--- src/design/sadc_pkg.sv ---
// Behaviour
// RULE_01: start edge begins conversion, powers core
// RULE_02: start requests ignored while converting
// RULE_03: busy high for whole conversion
// RULE_04: host keeps start quiet during conversion
// RULE_05: internal timer, conversion within 527ns
// RULE_06: host waits 460ns acquisition between conversions
// RULE_07: after conversion only core naps
// RULE_08: new start accepted before full readout
// RULE_09: host waits 100ms after power-on reset; the bench waits 4 clocks after srst falls
// RULE_10: two start pulses without clock request sleep
// RULE_11: sleep entered when busy falls
// RULE_12: serial clock rising edge wakes device
// RULE_13: host waits wake delay before converting
// RULE_14: serial port active only while enable low
// RULE_15: output changes, input sampled on rising clock
// RULE_16: top result bit valid before first edge
// RULE_17: result, then sequence flag, then config
// RULE_18: output low after 24 rising edges
// RULE_19: host clock rate sets throughput
// RULE_20: eight-bit control word in, MSB first
// RULE_21: sequence flag marks first sequencer slot
// RULE_22: reset leaves one all-zero sequencer word
// RULE_23: sequencer steps and wraps each conversion
// RULE_24: result loaded for readout when busy falls
package sadc_pkg;
   localparam int CLK_PERIOD_NS = 40;
   localparam int CONV_TIME_NS = 527;
   // longest time: round down
   localparam int CONV_CYCLES = (CONV_TIME_NS / CLK_PERIOD_NS < 1) ? 1 :
      CONV_TIME_NS / CLK_PERIOD_NS;
   localparam int RESULT_W = 16;
   localparam int CFG_W = 7;
   localparam int CTRL_W = 8;
   localparam int FRAME_BITS = 24;
   localparam int SEQ_DEPTH = 16;
   localparam int SEQ_PTR_W = 4;
   localparam int FIFO_DEPTH = 4;
   localparam logic [CFG_W-1:0] CFG_RESET = 7'h00;
   localparam int CFG_SEL_POS = 0;
   localparam int CFG_RANGE_LSB = 1;
   localparam int CFG_MUX_LSB = 3;
   localparam int CTRL_SEQ_BIT = 7;
   localparam logic [3:0] CONV_CNT_LAST = 4'(CONV_CYCLES - 1);
   localparam logic [4:0] FRAME_LAST = 5'(FRAME_BITS);
   localparam logic [3:0] CTRL_LAST = 4'(CTRL_W);
   typedef enum logic [1:0] {ST_NAP, ST_CONVERT, ST_SLEEP} sadc_state_t;
   typedef logic [RESULT_W+CFG_W:0] sadc_frame_t;
endpackage : sadc_pkg

--- src/design/sadc_fifo.sv ---
`timescale 1ns/1ps
`default_nettype none
module sadc_fifo #(
   parameter int WIDTH = 24,
   parameter int DEPTH = 4
) (
   input wire logic clk_sys,
   input wire logic srst,
   input wire logic inValid,
   output logic inReady,
   input wire logic [WIDTH-1:0] inData,
   output logic outValid,
   input wire logic outReady,
   output logic [WIDTH-1:0] outData
);
   import sadc_pkg::*;
   localparam int AW = (DEPTH > 1) ? $clog2(DEPTH) : 1;
   typedef struct packed {
      logic [DEPTH-1:0][WIDTH-1:0] mem;
      logic [AW-1:0] wrPtr;
      logic [AW-1:0] rdPtr;
      logic [AW:0] count;
   } sadc_fifo_st_t;
   sadc_fifo_st_t s_r;
   sadc_fifo_st_t s_nxt;
   logic doPush;
   logic doPop;
   assign inReady = (s_r.count != (AW+1)'(DEPTH));
   assign outValid = (s_r.count != '0);
   assign outData = s_r.mem[s_r.rdPtr];
   assign doPush = inValid && inReady;
   assign doPop = outValid && outReady;
   always_comb begin
      s_nxt = s_r;
      if (doPush) begin
         s_nxt.mem[s_r.wrPtr] = inData;
         s_nxt.wrPtr = (s_r.wrPtr == AW'(DEPTH-1)) ? '0 : s_r.wrPtr + 1'b1;
      end
      if (doPop) begin
         s_nxt.rdPtr = (s_r.rdPtr == AW'(DEPTH-1)) ? '0 : s_r.rdPtr + 1'b1;
      end
      case ({doPush, doPop})
         2'b10: s_nxt.count = s_r.count + 1'b1;
         2'b01: s_nxt.count = s_r.count - 1'b1;
         default: s_nxt.count = s_r.count;
      endcase
   end
   always_ff @(posedge clk_sys) begin
      if (srst) begin
         s_r <= '0;
      end else begin
         s_r <= s_nxt;
      end
   end
endmodule : sadc_fifo
`default_nettype wire

--- src/design/sadc_core.sv ---
`timescale 1ns/1ps
`default_nettype none
module sadc_core (
   input wire logic clk_sys,
   input wire logic srst,
   input wire logic convert_start,
   input wire logic serialClk,
   input wire logic serialDataIn,
   input wire logic serial_bus_enable_n,
   input wire logic [sadc_pkg::RESULT_W-1:0] convResult,
   output logic busy,
   output logic serialDataOut,
   output logic serialDataOutEn,
   output logic corePowered,
   output logic partAsleep,
   output logic [sadc_pkg::CFG_W-1:0] activeConfig,
   output logic [3:0] muxSelect,
   output logic [1:0] inputRange,
   output logic gainCompress
);
   import sadc_pkg::*;

   typedef struct packed {
      sadc_state_t st;
      logic [3:0] convCnt;
      logic busy;
      logic [1:0] startsNoClk;
      logic sleepReq;
      logic [SEQ_DEPTH-1:0][CFG_W-1:0] seqMem;
      logic [SEQ_PTR_W-1:0] seqPtr;
      logic [SEQ_PTR_W-1:0] seqLast;
      logic [CFG_W-1:0] cfgUsed;
      logic sosUsed;
      logic [FRAME_BITS-1:0] outShift;
      logic [4:0] outCnt;
      logic [CTRL_W-1:0] inShift;
      logic [3:0] inCnt;
      logic newCfgValid;
      logic [CFG_W-1:0] newCfg;
      logic sdo;
      logic sdoEn;
      logic pushValid;
      logic [FRAME_BITS-1:0] pushData;
      logic [1:0] cnvMeta;
      logic [1:0] cnvSync;
      logic cnvPrev;
      logic [1:0] sckMeta;
      logic [1:0] sckSync;
      logic sckPrev;
      logic sdiMeta;
      logic sdiSync;
      logic enMeta;
      logic enSync_n;
   } sadc_core_st_t;

   sadc_core_st_t s_r;
   sadc_core_st_t s_nxt;

   logic fifoOutValid;
   logic fifoOutReady;
   logic [FRAME_BITS-1:0] fifoOutData;
   logic cnvRise;
   logic sckRise;
   logic busActive;

   // wrap the sequencer pointer at the last programmed word
   function automatic logic [SEQ_PTR_W-1:0] seqNext(
      input logic [SEQ_PTR_W-1:0] ptr,
      input logic [SEQ_PTR_W-1:0] last
   );
      seqNext = (ptr == last) ? '0 : ptr + 1'b1;
   endfunction : seqNext

   function automatic logic [1:0] cfgRange(input logic [CFG_W-1:0] cfg);
      cfgRange = cfg[CFG_RANGE_LSB +: 2];
   endfunction : cfgRange

   assign cnvRise = s_r.cnvSync[0] && !s_r.cnvPrev;
   assign sckRise = s_r.sckSync[0] && !s_r.sckPrev;
   assign busActive = !s_r.enSync_n;

   // frames wait in the fifo while the bus is active and outCnt is not zero, so the
   // bits already shifted out are never torn by a late conversion
   assign fifoOutReady = !busActive || (s_r.outCnt == '0); // RULE_24

   sadc_fifo #(
      .WIDTH(FRAME_BITS),
      .DEPTH(FIFO_DEPTH)
   ) u_fifo (
      .clk_sys(clk_sys),
      .srst(srst),
      .inValid(s_r.pushValid),
      .inReady(),
      .inData(s_r.pushData),
      .outValid(fifoOutValid),
      .outReady(fifoOutReady),
      .outData(fifoOutData)
   );

   always_comb begin
      s_nxt = s_r;
      s_nxt.pushValid = 1'b0;

      // two-flop synchronisers; only the second stage is looked at
      s_nxt.cnvMeta[0] = convert_start;
      s_nxt.cnvSync[0] = s_r.cnvMeta[0];
      s_nxt.cnvPrev = s_r.cnvSync[0];
      s_nxt.sckMeta[0] = serialClk;
      s_nxt.sckSync[0] = s_r.sckMeta[0];
      s_nxt.sckPrev = s_r.sckSync[0];
      s_nxt.sdiMeta = serialDataIn;
      s_nxt.sdiSync = s_r.sdiMeta;
      s_nxt.enMeta = serial_bus_enable_n;
      s_nxt.enSync_n = s_r.enMeta;
      s_nxt.cnvMeta[1] = 1'b0;
      s_nxt.cnvSync[1] = 1'b0;
      s_nxt.sckMeta[1] = 1'b0;
      s_nxt.sckSync[1] = 1'b0;

      // count start edges with no serial clock edge between them
      if (sckRise) begin
         s_nxt.startsNoClk = 2'h0;
      end else if (cnvRise && s_r.startsNoClk != 2'h2) begin
         s_nxt.startsNoClk = s_r.startsNoClk + 2'h1;
      end
      if (cnvRise && !sckRise && s_r.startsNoClk != 2'h0) begin
         s_nxt.sleepReq = 1'b1; // RULE_10
      end else if (sckRise && s_r.st != ST_CONVERT) begin
         s_nxt.sleepReq = 1'b0;
      end

      case (s_r.st)
         ST_NAP: begin
            // a start is never refused; with the fifo full the new frame is dropped
            if (cnvRise) begin // RULE_01 RULE_08
               s_nxt.st = ST_CONVERT;
               s_nxt.busy = 1'b1; // RULE_03
               s_nxt.convCnt = '0;
               if (s_r.newCfgValid) begin
                  s_nxt.seqMem[0] = s_r.newCfg;
                  s_nxt.seqLast = '0;
                  s_nxt.cfgUsed = s_r.newCfg;
                  s_nxt.sosUsed = 1'b1; // RULE_21
                  s_nxt.seqPtr = '0;
                  s_nxt.newCfgValid = 1'b0;
               end else begin
                  s_nxt.cfgUsed = s_r.seqMem[s_r.seqPtr];
                  s_nxt.sosUsed = (s_r.seqPtr == '0); // RULE_21
                  s_nxt.seqPtr = seqNext(s_r.seqPtr, s_r.seqLast); // RULE_23
               end
            end
         end
         ST_CONVERT: begin
            // further start edges are simply not looked at here
            if (s_r.convCnt == CONV_CNT_LAST) begin // RULE_02 RULE_05
               s_nxt.busy = 1'b0; // RULE_03
               s_nxt.pushValid = 1'b1; // RULE_24
               s_nxt.pushData = {convResult, s_r.sosUsed, s_r.cfgUsed}; // RULE_17
               if (s_r.sleepReq) begin
                  s_nxt.st = ST_SLEEP; // RULE_11
               end else begin
                  s_nxt.st = ST_NAP; // RULE_07
               end
            end else begin
               s_nxt.convCnt = s_r.convCnt + 4'h1;
            end
         end
         ST_SLEEP: begin
            if (sckRise) begin
               s_nxt.st = ST_NAP; // RULE_12
               s_nxt.sleepReq = 1'b0;
            end
         end
         default: begin
            s_nxt.st = ST_NAP;
            s_nxt.busy = 1'b0;
         end
      endcase

      // serial port: no shifting while asleep, the wake edge shifts nothing
      if (!busActive) begin
         s_nxt.outCnt = '0; // RULE_14
         s_nxt.inCnt = '0;
         s_nxt.sdoEn = 1'b0;
      end else begin
         s_nxt.sdoEn = 1'b1; // RULE_14
         if (sckRise && s_r.st != ST_SLEEP) begin // RULE_15
            if (s_r.outCnt != FRAME_LAST) begin
               s_nxt.outShift = {s_r.outShift[FRAME_BITS-2:0], 1'b0};
               s_nxt.outCnt = s_r.outCnt + 5'h1;
            end
            if (s_r.inCnt != CTRL_LAST) begin
               s_nxt.inShift = {s_r.inShift[CTRL_W-2:0], s_r.sdiSync}; // RULE_20
               s_nxt.inCnt = s_r.inCnt + 4'h1;
               // programming words (top bit set) are not handled here
               if (s_r.inCnt == CTRL_LAST - 4'h1 && !s_r.inShift[CTRL_SEQ_BIT-1]) begin
                  s_nxt.newCfg = {s_r.inShift[CFG_W-2:0], s_r.sdiSync}; // RULE_20
                  s_nxt.newCfgValid = 1'b1;
               end
            end
         end
      end

      if (fifoOutValid && fifoOutReady) begin
         s_nxt.outShift = fifoOutData; // RULE_16 RULE_24
         s_nxt.outCnt = '0;
      end

      // output is low once the whole frame has gone
      if (s_nxt.outCnt == FRAME_LAST) begin
         s_nxt.sdo = 1'b0; // RULE_18
      end else begin
         s_nxt.sdo = s_nxt.outShift[FRAME_BITS-1]; // RULE_16 RULE_17
      end
   end

   always_ff @(posedge clk_sys) begin
      if (srst) begin
         s_r <= '0;
         s_r.st <= ST_NAP;
         s_r.enSync_n <= 1'b1;
         s_r.enMeta <= 1'b1;
         s_r.outCnt <= FRAME_LAST;
         s_r.seqMem <= '0; // RULE_22
         s_r.seqLast <= '0; // RULE_22
         s_r.seqPtr <= '0;
         s_r.cfgUsed <= CFG_RESET;
      end else begin
         s_r <= s_nxt;
      end
   end

   assign busy = s_r.busy;
   assign serialDataOut = s_r.sdo;
   assign serialDataOutEn = s_r.sdoEn;
   assign corePowered = (s_r.st == ST_CONVERT); // RULE_07
   assign partAsleep = (s_r.st == ST_SLEEP); // RULE_11
   assign activeConfig = s_r.cfgUsed;
   assign muxSelect = s_r.cfgUsed[CFG_MUX_LSB +: 4];
   assign inputRange = cfgRange(s_r.cfgUsed);
   // gain compression has no meaning in the unipolar range
   assign gainCompress = s_r.cfgUsed[CFG_SEL_POS] && (cfgRange(s_r.cfgUsed) != 2'h0);
endmodule : sadc_core
`default_nettype wire

--- config.mk ---
export PLATFORM = sky130hd
export DESIGN_NAME = sadc_core
export DESIGN_NICKNAME = d
export VERILOG_FILES = /design/src/design/sadc_pkg.sv /design/src/design/sadc_fifo.sv /design/src/design/sadc_core.sv
export SDC_FILE = /design/constraint.sdc
export NUM_CORES = 1
export LEC_CHECK = 0
export BUFFER_PORTS_ARGS = -buffer_cell sky130_fd_sc_hd__buf_2
export CAP_MARGIN = 5
export CORE_MARGIN = 2
export CORE_UTILIZATION = 60
export DETAILED_ROUTE_END_ITERATION = 16
export HOLD_SLACK_MARGIN = 0.05
export PLACE_DENSITY = 0.87
export SETUP_SLACK_MARGIN = 0.1
export SYNTH_ARGS = -nofsm -noshare
export SYNTH_HDL_FRONTEND = slang
export SYNTH_HIERARCHICAL = 1
export SYNTH_SLANG_ARGS = --single-unit
--- constraint.sdc ---
create_clock -name clk_sys -period 3 [get_ports clk_sys]
set_clock_uncertainty 0.2 [all_clocks]
set_input_delay 0.3 -clock clk_sys [delete_from_list [all_inputs] [get_ports clk_sys]]
set_output_delay 0.3 -clock clk_sys [all_outputs]
set_load 0.03 [all_outputs]
Word-level counts from Yosys, hierarchy flattened
Cells that the tools add are included.
{ "op_classes": {"n_addsub": 9, "n_eq_ne": 20, "reduce_logical": 41, "n_mux": 38, "order_cmp": 4, "n_bitwise": 3} }
{ "op_table": {"columns": ["operator", "count"], "rows": [
  ["96-bit bitwise mux", 1],
  ["24-bit two-way mux", 3],
  ["29-bit two-way mux", 2],
  ["49-bit two-way mux", 1],
  ["24-bit binary-select mux with 2-bit select", 1],
  ["24-bit demux with 2-bit select", 1],
  ["7-bit binary-select mux with 4-bit select", 1],
  ["25-bit two-way mux", 1],
  ["8-bit two-way mux", 3],
  ["20-bit two-way mux", 1],
  ["3-bit AND reduction", 6],
  ["7-bit two-way mux", 2],
  ["4-bit by 1-bit adder with 4-bit output (second input constant)", 3],
  ["1-bit logical AND", 12],
  ["4-bit two-way mux", 3],
  ["2-bit nonzero test", 6],
  ["2-bit two-way mux", 5],
  ["2-bit == test (second input constant)", 4],
  ["1-bit two-way mux", 8],
  ["2-bit by 1-bit inequality test with 1-bit output (second input constant)", 4],
  ["2-bit inequality test (second input constant)", 4],
  ["4-bit case mux with 2 select lines", 1],
  ["2-bit OR reduction", 4],
  ["2-bit by 1-bit adder with 2-bit output (second input constant)", 3],
  ["other kinds (26)", 35]
]} }
{ "word_totals": {"input_bits": 22, "reg_bits": 218} }

Depth between registers and ports, before layout
Gate-level depths: netlist of the first run.
{ "depth": {"word_depth": 11, "mapped_depth": 12, "mapped_depth_nobuf": 12} }

Hierarchy
The synthesis of the first run kept the hierarchy.
{ "by_module_without_submodules": {"columns": ["mod", "area_per_inst_um2", "instances", "cells_each"], "rows": [
  ["sadc_fifo", 4830.9, 1, 417],
  ["sadc_core", 4594.4, 1, 511]
]} }

Worst setup path before layout of the first run
OpenSTA, ideal clock, no wires.
{ "synth_timing": {"path_type": "reg2reg", "from": "register s_r[61] (netlist name)", "to": "register u_fifo/s_r[2] (netlist name)", "arrival_time_ns": 2.338, "synth_period_minus_slack_ns": 2.608, "stages_incl_launch_ff": 13, "required_time_ns": 2.730, "setup_slack_ns": 0.392, "path_cell_list": "dfxtp_1 inv_1 ha_1 nor4b_4 or2_2 o31ai_1 inv_1 ha_1 inv_1 fa_1 xor2_1 or3_1 a21oi_1"} }
{ "synth_via": {"elab_chain_len": 5} }
{ "synth_rtl": {"columns": ["element", "line_no", "text"], "rows": [
  ["start, declared", "sadc_core.sv:56", "sadc_core_st_t s_r;"],
  ["start signal, assigned", "sadc_core.sv:229", "s_r <= s_nxt;"],
  ["5-bit logical NOT *", "sadc_core.sv:84", "assign fifoOutReady = !busActive || (s_r.outCnt == '0);"],
  ["1-bit logical OR *", "sadc_core.sv:84", null],
  ["named net fifoOutReady", "sadc_core.sv:60", "logic fifoOutReady;"],
  ["1-bit logical AND *", "sadc_fifo.sv:32", "assign doPop = outValid && outReady;"],
  ["named net u_fifo.doPop", "sadc_fifo.sv:27", "logic doPop;"],
  ["2-bit by 1-bit == test with 1-bit output / 2-bit == test (equally long branches)", "sadc_fifo.sv:42", "case ({doPush, doPop})"],
  ["3-bit case mux with 2 select lines / 2-bit nonzero test (equally long branches)", null, null],
  ["end signal, assigned", "sadc_fifo.sv:52", "s_r <= s_nxt;"],
  ["end, declared", "sadc_fifo.sv:24", "sadc_fifo_st_t s_r;"]
]} }
The timed path passes the listed nets; every way through them passes the cells marked *.
A chain may end at the register's enable or synchronous reset.

Worst setup path after layout of the first run
Ends and elaborated chain as after synthesis.

==> metrics.txt, run 1 <==
# TYPE chip_impl_metric gauge
chip_impl_metric{name="via_count_of_the_first_global_routing_pass",unit=""} 6924
chip_impl_metric{name="yosysWarnings",unit=""} 6
chip_impl_metric{name="ir_worst_vdd",unit="uV"} 593
chip_impl_metric{name="pre_cts_ws",unit="ns"} 0.101
chip_impl_info{name="rsz0062_at_grt",value="false"} 1
chip_impl_info{name="cts_tree",value="done"} 1
chip_impl_metric{name="worstPathMaxFanout",unit=""} 5
chip_impl_metric{name="nNetsFinal",unit=""} 1007
chip_impl_info{name="regToRegStartpoint",value="s_r[61]$_SDFF_PP0_"} 1
chip_impl_metric{name="reg2reg_depth",unit=""} 12
chip_impl_info{name="crit_start",value="s_r[61]$_SDFF_PP0_"} 1
chip_impl_metric{name="post-route-util",unit=""} 0.707
chip_impl_info{name="cp_launch_type",value="flip-flop"} 1
chip_impl_metric{name="detailroute.via_count",unit=""} 6861
chip_impl_metric{name="drt-total-wl",unit="um"} 20600
chip_impl_metric{name="detailedRoute.firstPassIterationCount",unit=""} 8
chip_impl_metric{name="place.detailed.hpwl",unit="um"} 11900
chip_impl_metric{name="clock_latency",unit="ns"} 0.52
chip_impl_metric{name="grt_first_pass_wirelength",unit="um"} 33800
chip_impl_metric{name="synth.cell_area",unit="um2"} 9430
chip_impl_info{name="timing.hold.worst_endpoint",value="s_r[0]$_SDFF_PP1_"} 1
chip_impl_metric{name="syn-mean-instance-area",unit="um2"} 10.2
chip_impl_metric{name="timing.final.crit_share",unit=""} 0.904
chip_impl_metric{name="grt_start_max_net_pins",unit=""} 82
chip_impl_metric{name="final_estimated_routing_congestion_in_global_placement",unit=""} 0.842
chip_impl_metric{name="yosysUniqueCellTypes",unit=""} 64
chip_impl_info{name="r2r_end",value="u_fifo/s_r[2]$_SDFFE_PP0P_"} 1
chip_impl_metric{name="slew_headroom",unit=""} 0.269
chip_impl_metric{name="area.growth.synth_to_final",unit="%"} 14.5
chip_impl_metric{name="top_level_ports",unit=""} 41
chip_impl_metric{name="cts_max_level",unit=""} 1
chip_impl_metric{name="drt.antenna.violating_nets",unit=""} 0
chip_impl_metric{name="layout_min_cycle_time",unit="ns"} 2.71
chip_impl_metric{name="min_delay_path_depth",unit=""} 1
chip_impl_metric{name="max_slew.worst_pin.slew",unit="ns"} 1.09
chip_impl_metric{name="clock.fmax",unit="MHz"} 369
chip_impl_metric{name="drt_first_iter_violations",unit=""} 552
chip_impl_info{name="clockRootBuffer",value="clkbuf_16"} 1
chip_impl_metric{name="sequential_to_total_area_share_from_yosys_stat",unit=""} 0.461
chip_impl_metric{name="asyncSetResetFlopFracSynth",unit=""} 0
chip_impl_metric{name="maxCapViolations",unit=""} 0
chip_impl_metric{name="synth_seq_cells",unit=""} 217
chip_impl_metric{name="final.fill_count",unit=""} 1009
chip_impl_metric{name="synthesis.nets",unit=""} 967
chip_impl_metric{name="tns",unit="ns"} 0
chip_impl_metric{name="setup.reg_to_reg.worst_slack",unit="ns"} 0.29
chip_impl_metric{name="wire_length_per_cell_after_detailed_routing",unit="um"} 17.3
chip_impl_info{name="kind_of_path_behind_the_tightest_hold_check",value="reg -> reg"} 1
chip_impl_metric{name="timing.final.ws_setup",unit="ns"} 0.289
chip_impl_metric{name="worstPathRequired",unit="ns"} 3.26
chip_impl_info{name="timing.setup.critical_path_class",value="reg -> reg"} 1
chip_impl_info{name="outcome",value="completed"} 1
chip_impl_metric{name="layout.cells.non_filler",unit=""} 1196
chip_impl_metric{name="postSynthCellCount",unit=""} 928
chip_impl_metric{name="floorplan.rows",unit=""} 45
chip_impl_metric{name="finalHoldViolCount",unit=""} 0
chip_impl_metric{name="power_per_cell_area",unit="nW/um2"} 682
chip_impl_metric{name="path_clk_slew",unit="ns"} 0.07
chip_impl_metric{name="die-area",unit="um2"} 16700
chip_impl_metric{name="timing.final.max_slew_violations",unit=""} 0
chip_impl_metric{name="grt_antenna_before_repair",unit=""} 0
chip_impl_metric{name="globalRouteTotalUtil",unit=""} 0.249
chip_impl_metric{name="floorplan.core_area",unit="um2"} 15300
chip_impl_metric{name="die_width",unit="um"} 129
chip_impl_metric{name="clockBufferDepth",unit=""} 3
chip_impl_metric{name="number_of_diodes_added_for_antenna_fixing",unit=""} 0
chip_impl_metric{name="synth_enable_flop_cells",unit=""} 0
chip_impl_metric{name="grt.overflow.total",unit=""} 0
chip_impl_metric{name="p_leak",unit="uW"} 0.00440
chip_impl_metric{name="cts_made_buffers",unit=""} 23
chip_impl_metric{name="die_y",unit="um"} 129
chip_impl_metric{name="drc_errors",unit=""} 0
chip_impl_metric{name="crit_path_dat",unit="ns"} 2.97
chip_impl_info{name="dominantRegCellSynth",value="dfxtp_1"} 1
chip_impl_metric{name="cts_num_sinks",unit=""} 217
chip_impl_metric{name="vias_per_cell",unit=""} 5.74
chip_impl_info{name="critPathCaptureType",value="flip-flop"} 1
chip_impl_metric{name="start_util",unit=""} 0.618
chip_impl_info{name="hold_path_startpoint",value="s_nxt[0]$_SDFF_PP1_"} 1
chip_impl_metric{name="dp.cells",unit=""} 1123
chip_impl_metric{name="layout-drive-gt1-share",unit=""} 0.145
chip_impl_metric{name="setup_viol",unit=""} 0
chip_impl_metric{name="io_buffers",unit=""} 40
==> cell type report <==
cell class | instances | area, um2 | share of cell area
Clock buffer | 31 | 636 | 0.0589
Timing Repair Buffer | 88 | 677 | 0.0627
Inverter | 21 | 78.8 | 0.00730
Clock inverter | 11 | 206 | 0.0191
Sequential cell | 217 | 4350 | 0.403
Multi-Input combinational cell | 617 | 4580 | 0.425
Tap cell | 211 | 264 | 0.0245
==> cell usage in the layout (no fill, tap or decap), types with 3 or more instances in the layout <==
cell / count
dfxtp_1: 215
nand2b_1: 125
mux2i_1: 115
nor2_1: 81
nand2_1: 78
a21oi_1: 43
buf_2: 39
dlygate4sd3_1: 29
mux4_2: 24
clkbuf_16: 23
a222oi_1: 20
inv_1: 19
buf_4: 16
ha_1: 15
nor3_1: 12
xor2_1: 10
nor4_1: 9
nor2b_1: 8
nand3_1: 6
or3_1: 6
xnor2_1: 5
o21ai_0: 5
bufinv_16: 5
clkbuf_1: 5
or2_2: 3
and3_1: 3
nand4_1: 3
clkbuf_8: 3
clkinv_4: 3
buf_12: 3
==> metal layers <==
layer / global-route usage / vias to the layer above / wire (um)
met1: 0.319 / 3355 / 8910
met2: 0.421 / 204 / 10100
li1: - / 3254 / -
met4: 0.104 / 0 / 483
met3: 0.0405 / 48 / 1110
met5: 0 / - / 0
==> timing repair <==
item	in CTS	in global routing
hold buffers	29	0
resized for setup	0	6
setup buffers	0	2
endpoints found under the hold margin	41	0
endpoints found under the setup margin	0	1
==> report_power, final <==
part,total (uW),internal (uW),switching (uW)
clock,3120,1940,1190
combinational,1150,445,704
sequential,3090,3000,82.8
==> sequential cells by signal, indices dropped and copies added (netlist names) <==
name             flops
busy                 1
serialDataOutEn      1
s_r                 98
s_nxt                6
activeConfig         7
serialDataOut        1
u_fifo/s_r         103
==> worst max-delay path: stages (launching register included) <==
cell and delay (ns):
dfxtp_2 0.34, inv_2 0.10, ha_4 0.16, nor4b_4 0.27, or2_4 0.18, o31ai_2 0.11, inv_1 0.08, ha_1 0.17
inv_1 0.06, fa_1 0.38, xor2_1 0.16, or3_1 0.31, a21oi_1 0.13
==> cell usage after synthesis (12+ instances only) <==
cell | n | area [um2]
a21oi_1 | 43 | 215
a222oi_1 | 20 | 200
buf_4 | 18 | 135
buf_6 | 12 | 135
clkbuf_1 | 35 | 131
dfxtp_1 | 217 | 4340
ha_1 | 16 | 200
inv_1 | 20 | 75.1
mux2i_1 | 115 | 1150
mux4_2 | 24 | 541
nand2_1 | 78 | 293
nand2b_1 | 125 | 782
nor2_1 | 82 | 308
nor3_1 | 12 | 60.1
==> how the worst max path moves through the flow <==
stage	to	slack, ns
3_3_place_gp	u_fifo/s_r[2]$_SDFFE_PP0P_	0.29
6_report	u_fifo/s_r[2]$_SDFFE_PP0P_	0.29
5_1_grt	u_fifo/s_r[2]$_SDFFE_PP0P_	0.13
2_1_floorplan	u_fifo/s_r[2]$_SDFFE_PP0P_	0.39
3_5_place_dp	u_fifo/s_r[2]$_SDFFE_PP0P_	0.10
4_1_cts	u_fifo/s_r[2]$_SDFFE_PP0P_	0.10
==> cell families after synthesis <==
family / Yosys count / share of synthesized area
buf+inv: 94 / 0.0551
simple gates: 358 / 0.202
mux: 139 / 0.179
xor+xnor: 15 / 0.0139
flops: 217 / 0.461
fa+ha+maj: 17 / 0.0234
compound gates: 88 / 0.0654
==> through the flow <==
step / power [uW] / hold WS [ns] / instance area, um2
2_1_floorplan: 3950 / 0.189 / 9430
3_3_place_gp: 4180 / 0.210 / 9620
3_5_place_dp: 4210 / 0.201 / 9620
4_1_cts: 7350 / 0.219 / 10800
5_1_grt: 7600 / 0.246 / 10800
6_report: 7360 / 0.215 / 10800
No activity file was read; power rests on OpenSTA's default activity.
==> run 2: changes to the inputs <==
--- a/config.mk
+++ b/config.mk
@@ -8,10 +8,10 @@
 export BUFFER_PORTS_ARGS = -buffer_cell sky130_fd_sc_hd__buf_2
 export CAP_MARGIN = 5
 export CORE_MARGIN = 2
-export CORE_UTILIZATION = 60
+export CORE_UTILIZATION = 55
 export DETAILED_ROUTE_END_ITERATION = 16
 export HOLD_SLACK_MARGIN = 0.05
-export PLACE_DENSITY = 0.87
+export PLACE_DENSITY = 0.84
 export SETUP_SLACK_MARGIN = 0.1
 export SYNTH_ARGS = -nofsm -noshare
 export SYNTH_HDL_FRONTEND = slang
==> constraint.sdc (replaced) <==
create_clock -name clk_sys -period 2.2 [get_ports clk_sys]
set_clock_uncertainty 0.2 [all_clocks]
set_input_delay 0.22 -clock clk_sys [delete_from_list [all_inputs] [get_ports clk_sys]]
set_output_delay 0.22 -clock clk_sys [all_outputs]
set_load 0.03 [all_outputs]
==> metrics.txt, run 2 (synthesis gave the netlist of run 1 again) <==
# TYPE chip_impl_metric gauge
chip_impl_metric{name="ir_worst_vdd",unit="uV"} 848
chip_impl_info{name="most-common-layout-cells",value="dfxtp_1, nand2b_1, mux2i_1"} 1
chip_impl_metric{name="drt.antenna.violating_nets",unit=""} 0
chip_impl_metric{name="total_power",unit="uW"} 9950
chip_impl_metric{name="power_per_cell_area",unit="nW/um2"} 905
chip_impl_metric{name="p_leak",unit="uW"} 0.00451
chip_impl_metric{name="vias_per_cell",unit=""} 5.62
chip_impl_metric{name="final-seq-area",unit="um2"} 4350
chip_impl_metric{name="final.hold.worst_slack",unit="ns"} -0.0342
chip_impl_metric{name="grt.overflow.total",unit=""} 0
chip_impl_metric{name="clock.fmax",unit="MHz"} 404
chip_impl_metric{name="max_slew.worst_pin.slew",unit="ns"} 0.585
chip_impl_metric{name="final_estimated_routing_congestion_in_global_placement",unit=""} 0.826
chip_impl_info{name="critPathCaptureType",value="flip-flop"} 1
chip_impl_metric{name="crit_path_dat",unit="ns"} 2.70
chip_impl_info{name="layout_commonest_cell",value="dfxtp_1"} 1
chip_impl_info{name="kind_of_path_behind_the_tightest_hold_check",value="in -> reg"} 1
chip_impl_metric{name="top_level_ports",unit=""} 41
chip_impl_metric{name="worstPathRequired",unit="ns"} 2.43
chip_impl_metric{name="floorplan.core_area",unit="um2"} 16600
chip_impl_metric{name="setup_viol",unit=""} 2
chip_impl_metric{name="slew_headroom",unit=""} 0.610
chip_impl_metric{name="multi_input_area",unit="um2"} 4640
chip_impl_info{name="failed_checks",value="hold timing, setup timing"} 1
chip_impl_metric{name="drc_errors",unit=""} 0
chip_impl_metric{name="cts_made_buffers",unit=""} 22
chip_impl_metric{name="path_clk_slew",unit="ns"} 0.06
chip_impl_metric{name="detailroute.via_count",unit=""} 6928
chip_impl_info{name="cp_launch_type",value="flip-flop"} 1
chip_impl_metric{name="holdBufCountCts",unit=""} 20
chip_impl_info{name="rsz0062_at_grt",value="true"} 1
chip_impl_metric{name="drt_first_iter_violations",unit=""} 659
chip_impl_metric{name="layout_min_cycle_time",unit="ns"} 2.47
chip_impl_metric{name="timing.final.max_slew_violations",unit=""} 0
chip_impl_metric{name="drt-total-wl",unit="um"} 21100
chip_impl_metric{name="globalRouteTotalUtil",unit=""} 0.229
chip_impl_metric{name="wire_length_per_cell_after_detailed_routing",unit="um"} 17.2
chip_impl_metric{name="place.detailed.hpwl",unit="um"} 12600
chip_impl_metric{name="clockBufferDepth",unit=""} 3
chip_impl_metric{name="grt_first_pass_wirelength",unit="um"} 33900
chip_impl_metric{name="floorplan.rows",unit=""} 47
chip_impl_metric{name="finalHoldViolCount",unit=""} 7
chip_impl_metric{name="grt_start_max_net_pins",unit=""} 87
chip_impl_metric{name="maxCapViolations",unit=""} 0
chip_impl_metric{name="start_util",unit=""} 0.566
chip_impl_metric{name="nNetsFinal",unit=""} 1037
chip_impl_metric{name="timing.final.crit_share",unit=""} 1.12
chip_impl_metric{name="die_y",unit="um"} 135
chip_impl_metric{name="cts_num_sinks",unit=""} 217
chip_impl_metric{name="timing.final.ws_setup",unit="ns"} -0.273
chip_impl_info{name="outcome",value="finished with violations"} 1
chip_impl_metric{name="final.fill_count",unit=""} 1183
chip_impl_metric{name="number_of_diodes_added_for_antenna_fixing",unit=""} 0
chip_impl_metric{name="area.growth.synth_to_final",unit="%"} 16.6
chip_impl_info{name="cts_tree",value="done"} 1
chip_impl_metric{name="via_count_of_the_first_global_routing_pass",unit=""} 6849
chip_impl_metric{name="worstPathMaxFanout",unit=""} 2
chip_impl_metric{name="cts_max_level",unit=""} 1
chip_impl_metric{name="number_of_flip_flops_under_the_largest_register_name",unit=""} 103
chip_impl_metric{name="layout.cells.non_filler",unit=""} 1232
chip_impl_metric{name="clock_latency",unit="ns"} 0.50
chip_impl_metric{name="layout-drive-gt1-share",unit=""} 0.188
chip_impl_info{name="biggest_register",value="u_fifo/s_r"} 1
chip_impl_info{name="clockRootBuffer",value="clkbuf_16"} 1
chip_impl_metric{name="grt_antenna_before_repair",unit=""} 0
chip_impl_metric{name="pre_cts_ws",unit="ns"} -0.251
chip_impl_metric{name="die-area",unit="um2"} 18200
chip_impl_metric{name="dp.cells",unit=""} 1169
chip_impl_metric{name="io_buffers",unit=""} 40
chip_impl_metric{name="die_width",unit="um"} 135
chip_impl_info{name="timing.setup.critical_path_class",value="reg -> reg"} 1
chip_impl_metric{name="detailedRoute.firstPassIterationCount",unit=""} 5
## run 2: through the flow
step	hold WS [ns]	utilization	instance area [um2]	setup TNS [ns]
after floorplan	0.124	-	9460	-0.417
after global placement	0.212	0.599	9970	-0.692
after detailed placement	0.206	0.599	9970	-1.71
after CTS	-0.0349	0.655	10900	-0.423
after global routing	-0.0168	0.661	11000	-0.635
final	-0.0342	0.661	11000	-0.480
## run 2: power by group
part           switching (uW)  internal (uW)
clock network            1500           2220
logic                    1090            928
registers                 113           4100
total                    2700           7250
## run 2: path summary, 6_finish.rpt
kind,from,to,cells after the start,slack [ns]
min reg2reg,s_nxt[0]$_SDFF_PP1_,s_r[0]$_SDFF_PP1_,1,0.22
max reg2reg,s_r[62]$_SDFF_PP0_,u_fifo/s_r[2]$_SDFFE_PP0P_,12,-0.27
max,s_r[62]$_SDFF_PP0_,u_fifo/s_r[2]$_SDFFE_PP0P_,12,-0.27
min,srst,activeConfig[3]$_SDFFE_PP0P_,2,-0.03
## run 2: final cells by class
cell class,count,area share
Sequential cell,217,0.396
Clock inverter,4,0.00410
Multi-Input combinational cell,617,0.422
Clock buffer,34,0.0616
Inverter,21,0.00717
Tap cell,220,0.0250
Timing Repair Buffer,119,0.0847
## run 2: repair_timing
| item | CTS | global route |
|---|---|---|
| hold endpoints to repair | 40 | 20 |
| endpoints found under the setup margin | 15 | 25 |
| gates resized for setup | 2 | 15 |
| gates cloned | 0 | 1 |
| setup buffers | 1 | 3 |
| pin swaps | 2 | 11 |
## run 2: critical path, stage by stage, from the launching register on
cell and delay, ns:
dfxtp_2 0.32, inv_2 0.07, ha_4 0.14, nor4b_4 0.24, or2_4 0.19, o31ai_4 0.07, inv_1 0.06, ha_2 0.19
inv_2 0.04, fa_2 0.32, xor2_1 0.15, or3_1 0.30, a21oi_1 0.11
## run 2: per-layer routing
metal	vias to the layer above	wire length, um	GRT usage
met4	0	445	0.0737
li1	3324	-	-
met5	-	0	0
met1	3380	9080	0.293
met2	186	10700	0.403
met3	38	897	0.0285
==> run 3: changes to the inputs <==
--- a/config.mk
+++ b/config.mk
@@ -9,6 +9,7 @@
 export CAP_MARGIN = 5
 export CORE_MARGIN = 2
 export CORE_UTILIZATION = 55
+export CTS_BUF_LIST = sky130_fd_sc_hd__clkbuf_16
 export DETAILED_ROUTE_END_ITERATION = 16
 export HOLD_SLACK_MARGIN = 0.05
 export PLACE_DENSITY = 0.84
==> metrics.txt, run 3 (synthesis gave the netlist of run 1 again) <==
# TYPE chip_impl_metric gauge
chip_impl_metric{name="clock_latency",unit="ns"} 0.50
chip_impl_metric{name="top_level_ports",unit=""} 41
chip_impl_metric{name="finalHoldViolCount",unit=""} 0
chip_impl_metric{name="p_leak",unit="uW"} 0.00451
chip_impl_metric{name="slew_headroom",unit=""} 0.621
chip_impl_metric{name="floorplan.rows",unit=""} 47
chip_impl_metric{name="number_of_diodes_added_for_antenna_fixing",unit=""} 0
chip_impl_metric{name="area.growth.synth_to_final",unit="%"} 16.2
chip_impl_info{name="layout_commonest_cell",value="dfxtp_1"} 1
chip_impl_metric{name="clock.fmax",unit="MHz"} 407
chip_impl_metric{name="fraction_of_power_consumed_by_sequential_logic",unit=""} 0.434
chip_impl_metric{name="layout.cells.non_filler",unit=""} 1233
chip_impl_info{name="failed_checks",value="setup timing"} 1
chip_impl_metric{name="timing.final.crit_share",unit=""} 1.12
chip_impl_metric{name="ir_worst_vdd",unit="uV"} 843
chip_impl_metric{name="drt_first_iter_violations",unit=""} 686
chip_impl_metric{name="pre_cts_ws",unit="ns"} -0.251
chip_impl_info{name="critPathCaptureType",value="flip-flop"} 1
chip_impl_metric{name="die_y",unit="um"} 135
chip_impl_info{name="cts_tree",value="done"} 1
chip_impl_info{name="clockRootBuffer",value="clkbuf_16"} 1
chip_impl_metric{name="grt_antenna_before_repair",unit=""} 0
chip_impl_metric{name="grt_first_pass_wirelength",unit="um"} 34200
chip_impl_metric{name="grt_start_max_net_pins",unit=""} 63
chip_impl_metric{name="dp.cells",unit=""} 1169
chip_impl_metric{name="timing.final.ws_setup",unit="ns"} -0.258
chip_impl_metric{name="power_per_cell_area",unit="nW/um2"} 884
chip_impl_metric{name="worstPathMaxFanout",unit=""} 2
chip_impl_metric{name="die_width",unit="um"} 135
chip_impl_metric{name="worstPathRequired",unit="ns"} 2.43
chip_impl_metric{name="timing.final.max_slew_violations",unit=""} 0
chip_impl_metric{name="cts_made_buffers",unit=""} 22
chip_impl_metric{name="total_power",unit="uW"} 9690
chip_impl_metric{name="final.hold.worst_slack",unit="ns"} 0.222
chip_impl_metric{name="reg2reg_depth",unit=""} 12
chip_impl_metric{name="start_util",unit=""} 0.566
chip_impl_metric{name="vias_per_cell",unit=""} 5.63
chip_impl_metric{name="layout_min_cycle_time",unit="ns"} 2.46
chip_impl_metric{name="globalRouteTotalUtil",unit=""} 0.231
chip_impl_info{name="kind_of_path_behind_the_tightest_hold_check",value="reg -> reg"} 1
chip_impl_metric{name="path_clk_slew",unit="ns"} 0.06
chip_impl_metric{name="place.detailed.hpwl",unit="um"} 12600
chip_impl_info{name="outcome",value="finished with violations"} 1
chip_impl_metric{name="final.fill_count",unit=""} 1205
chip_impl_metric{name="drc_errors",unit=""} 0
chip_impl_metric{name="drt-total-wl",unit="um"} 21000
chip_impl_info{name="timing.setup.critical_path_class",value="reg -> reg"} 1
chip_impl_metric{name="multi_input_area",unit="um2"} 4640
chip_impl_metric{name="detailroute.via_count",unit=""} 6946
chip_impl_info{name="cp_launch_type",value="flip-flop"} 1
chip_impl_metric{name="tns",unit="ns"} -0.436
chip_impl_metric{name="final_estimated_routing_congestion_in_global_placement",unit=""} 0.826
chip_impl_metric{name="max_slew.worst_pin.slew",unit="ns"} 0.569
chip_impl_metric{name="maxCapViolations",unit=""} 0
chip_impl_info{name="rsz0062_at_grt",value="true"} 1
chip_impl_metric{name="nNetsFinal",unit=""} 1038
chip_impl_metric{name="clk_network_pwr_share",unit=""} 0.358
chip_impl_metric{name="die-area",unit="um2"} 18200
chip_impl_metric{name="setup_viol",unit=""} 2
chip_impl_metric{name="io_buffers",unit=""} 40
chip_impl_metric{name="switching_share",unit=""} 0.279
chip_impl_metric{name="min_delay_path_depth",unit=""} 1
chip_impl_metric{name="crit_path_dat",unit="ns"} 2.69
chip_impl_metric{name="via_count_of_the_first_global_routing_pass",unit=""} 6889
chip_impl_info{name="biggest_register",value="u_fifo/s_r"} 1
chip_impl_metric{name="p_comb_frac",unit=""} 0.208
chip_impl_metric{name="final-seq-area",unit="um2"} 4350
chip_impl_metric{name="number_of_flip_flops_under_the_largest_register_name",unit=""} 103
chip_impl_metric{name="layout-drive-gt1-share",unit=""} 0.181
chip_impl_info{name="most-common-layout-cells",value="dfxtp_1, nand2b_1, mux2i_1"} 1
chip_impl_metric{name="cts_num_sinks",unit=""} 217
chip_impl_metric{name="clockBufferDepth",unit=""} 3
chip_impl_metric{name="grt.overflow.total",unit=""} 0
chip_impl_metric{name="cts_max_level",unit=""} 1
chip_impl_metric{name="power.net_switching",unit="uW"} 2700
chip_impl_metric{name="detailedRoute.firstPassIterationCount",unit=""} 8
chip_impl_metric{name="wire_length_per_cell_after_detailed_routing",unit="um"} 17.1
chip_impl_metric{name="floorplan.core_area",unit="um2"} 16600
chip_impl_metric{name="cellInternalPower",unit="uW"} 6980
chip_impl_metric{name="drt.antenna.violating_nets",unit=""} 0
[run 3: changes by cell type in the layout (fill, tap and decap cells not counted), sizes merged]
cell,before,now
inv,21,26
clkbuf,34,23
clkinv,3,9
dlygate4sd3,20,21
[run 3: layout make-up]
| class | count | share of cell area |
|---|---|---|
| timing repair buffer | 120 | 0.0867 |
| clock inverter | 15 | 0.00788 |
| tap | 220 | 0.0251 |
| clock buffer | 23 | 0.0525 |
| multi-input combinational | 617 | 0.424 |
| inverter | 21 | 0.00719 |
| sequential | 217 | 0.397 |
[run 3: what timing repair did]
| action | CTS | global route |
|---|---|---|
| hold buffers | 22 | 0 |
| endpoints found under the setup margin | 15 | 25 |
| gates resized for setup | 2 | 13 |
| pin swaps | 2 | 13 |
| setup buffers | 1 | 2 |
| gates cloned | 0 | 1 |
| hold endpoints to repair | 40 | 0 |
[run 3: power groups by stage]
stage / Combinational, uW / Sequential, uW / Clock [uW]
after CTS: 1790 / 4200 / 3510
after detailed placement: 1720 / 4280 / 0
after global placement: 1660 / 4270 / 0
after global routing: 2150 / 4220 / 3660
final: 2010 / 4200 / 3470
after floorplan: 1140 / 4280 / 0
[run 3: critical path, stage by stage, from the launching register on]
cell     delay, ns
dfxtp_2       0.32
inv_2         0.07
ha_4          0.14
nor4b_4       0.23
or2_4         0.18
o31ai_4       0.06
inv_1         0.06
ha_2          0.19
inv_2         0.04
fa_2          0.32
xor2_1        0.15
or3_1         0.30
a21oi_1       0.11
[run 3: stage by stage]
stage,utilization,instance area [um2]
after floorplan,-,9460
after global placement,0.599,9970
after detailed placement,0.599,9970
after CTS,0.654,10900
after global routing,0.658,11000
final,0.658,11000
[run 3: path summary, 6_finish.rpt]
kind / to / slack (ns) / from
max: u_fifo/s_r[2]$_SDFFE_PP0P_ / -0.26 / s_r[62]$_SDFF_PP0_
min: s_r[0]$_SDFF_PP1_ / 0.22 / s_nxt[0]$_SDFF_PP1_
max reg2reg: u_fifo/s_r[2]$_SDFFE_PP0P_ / -0.26 / s_r[62]$_SDFF_PP0_
min reg2reg: s_r[0]$_SDFF_PP1_ / 0.22 / s_nxt[0]$_SDFF_PP1_
[run 3: per-layer routing]
layer	track usage	share of wire	vias to the layer above
li1	-	-	3317
met1	0.295	0.43	3399
met2	0.411	0.51	191
met3	0.0278	0.043	39
met4	0.0678	0.021	0
met5	0	0	-
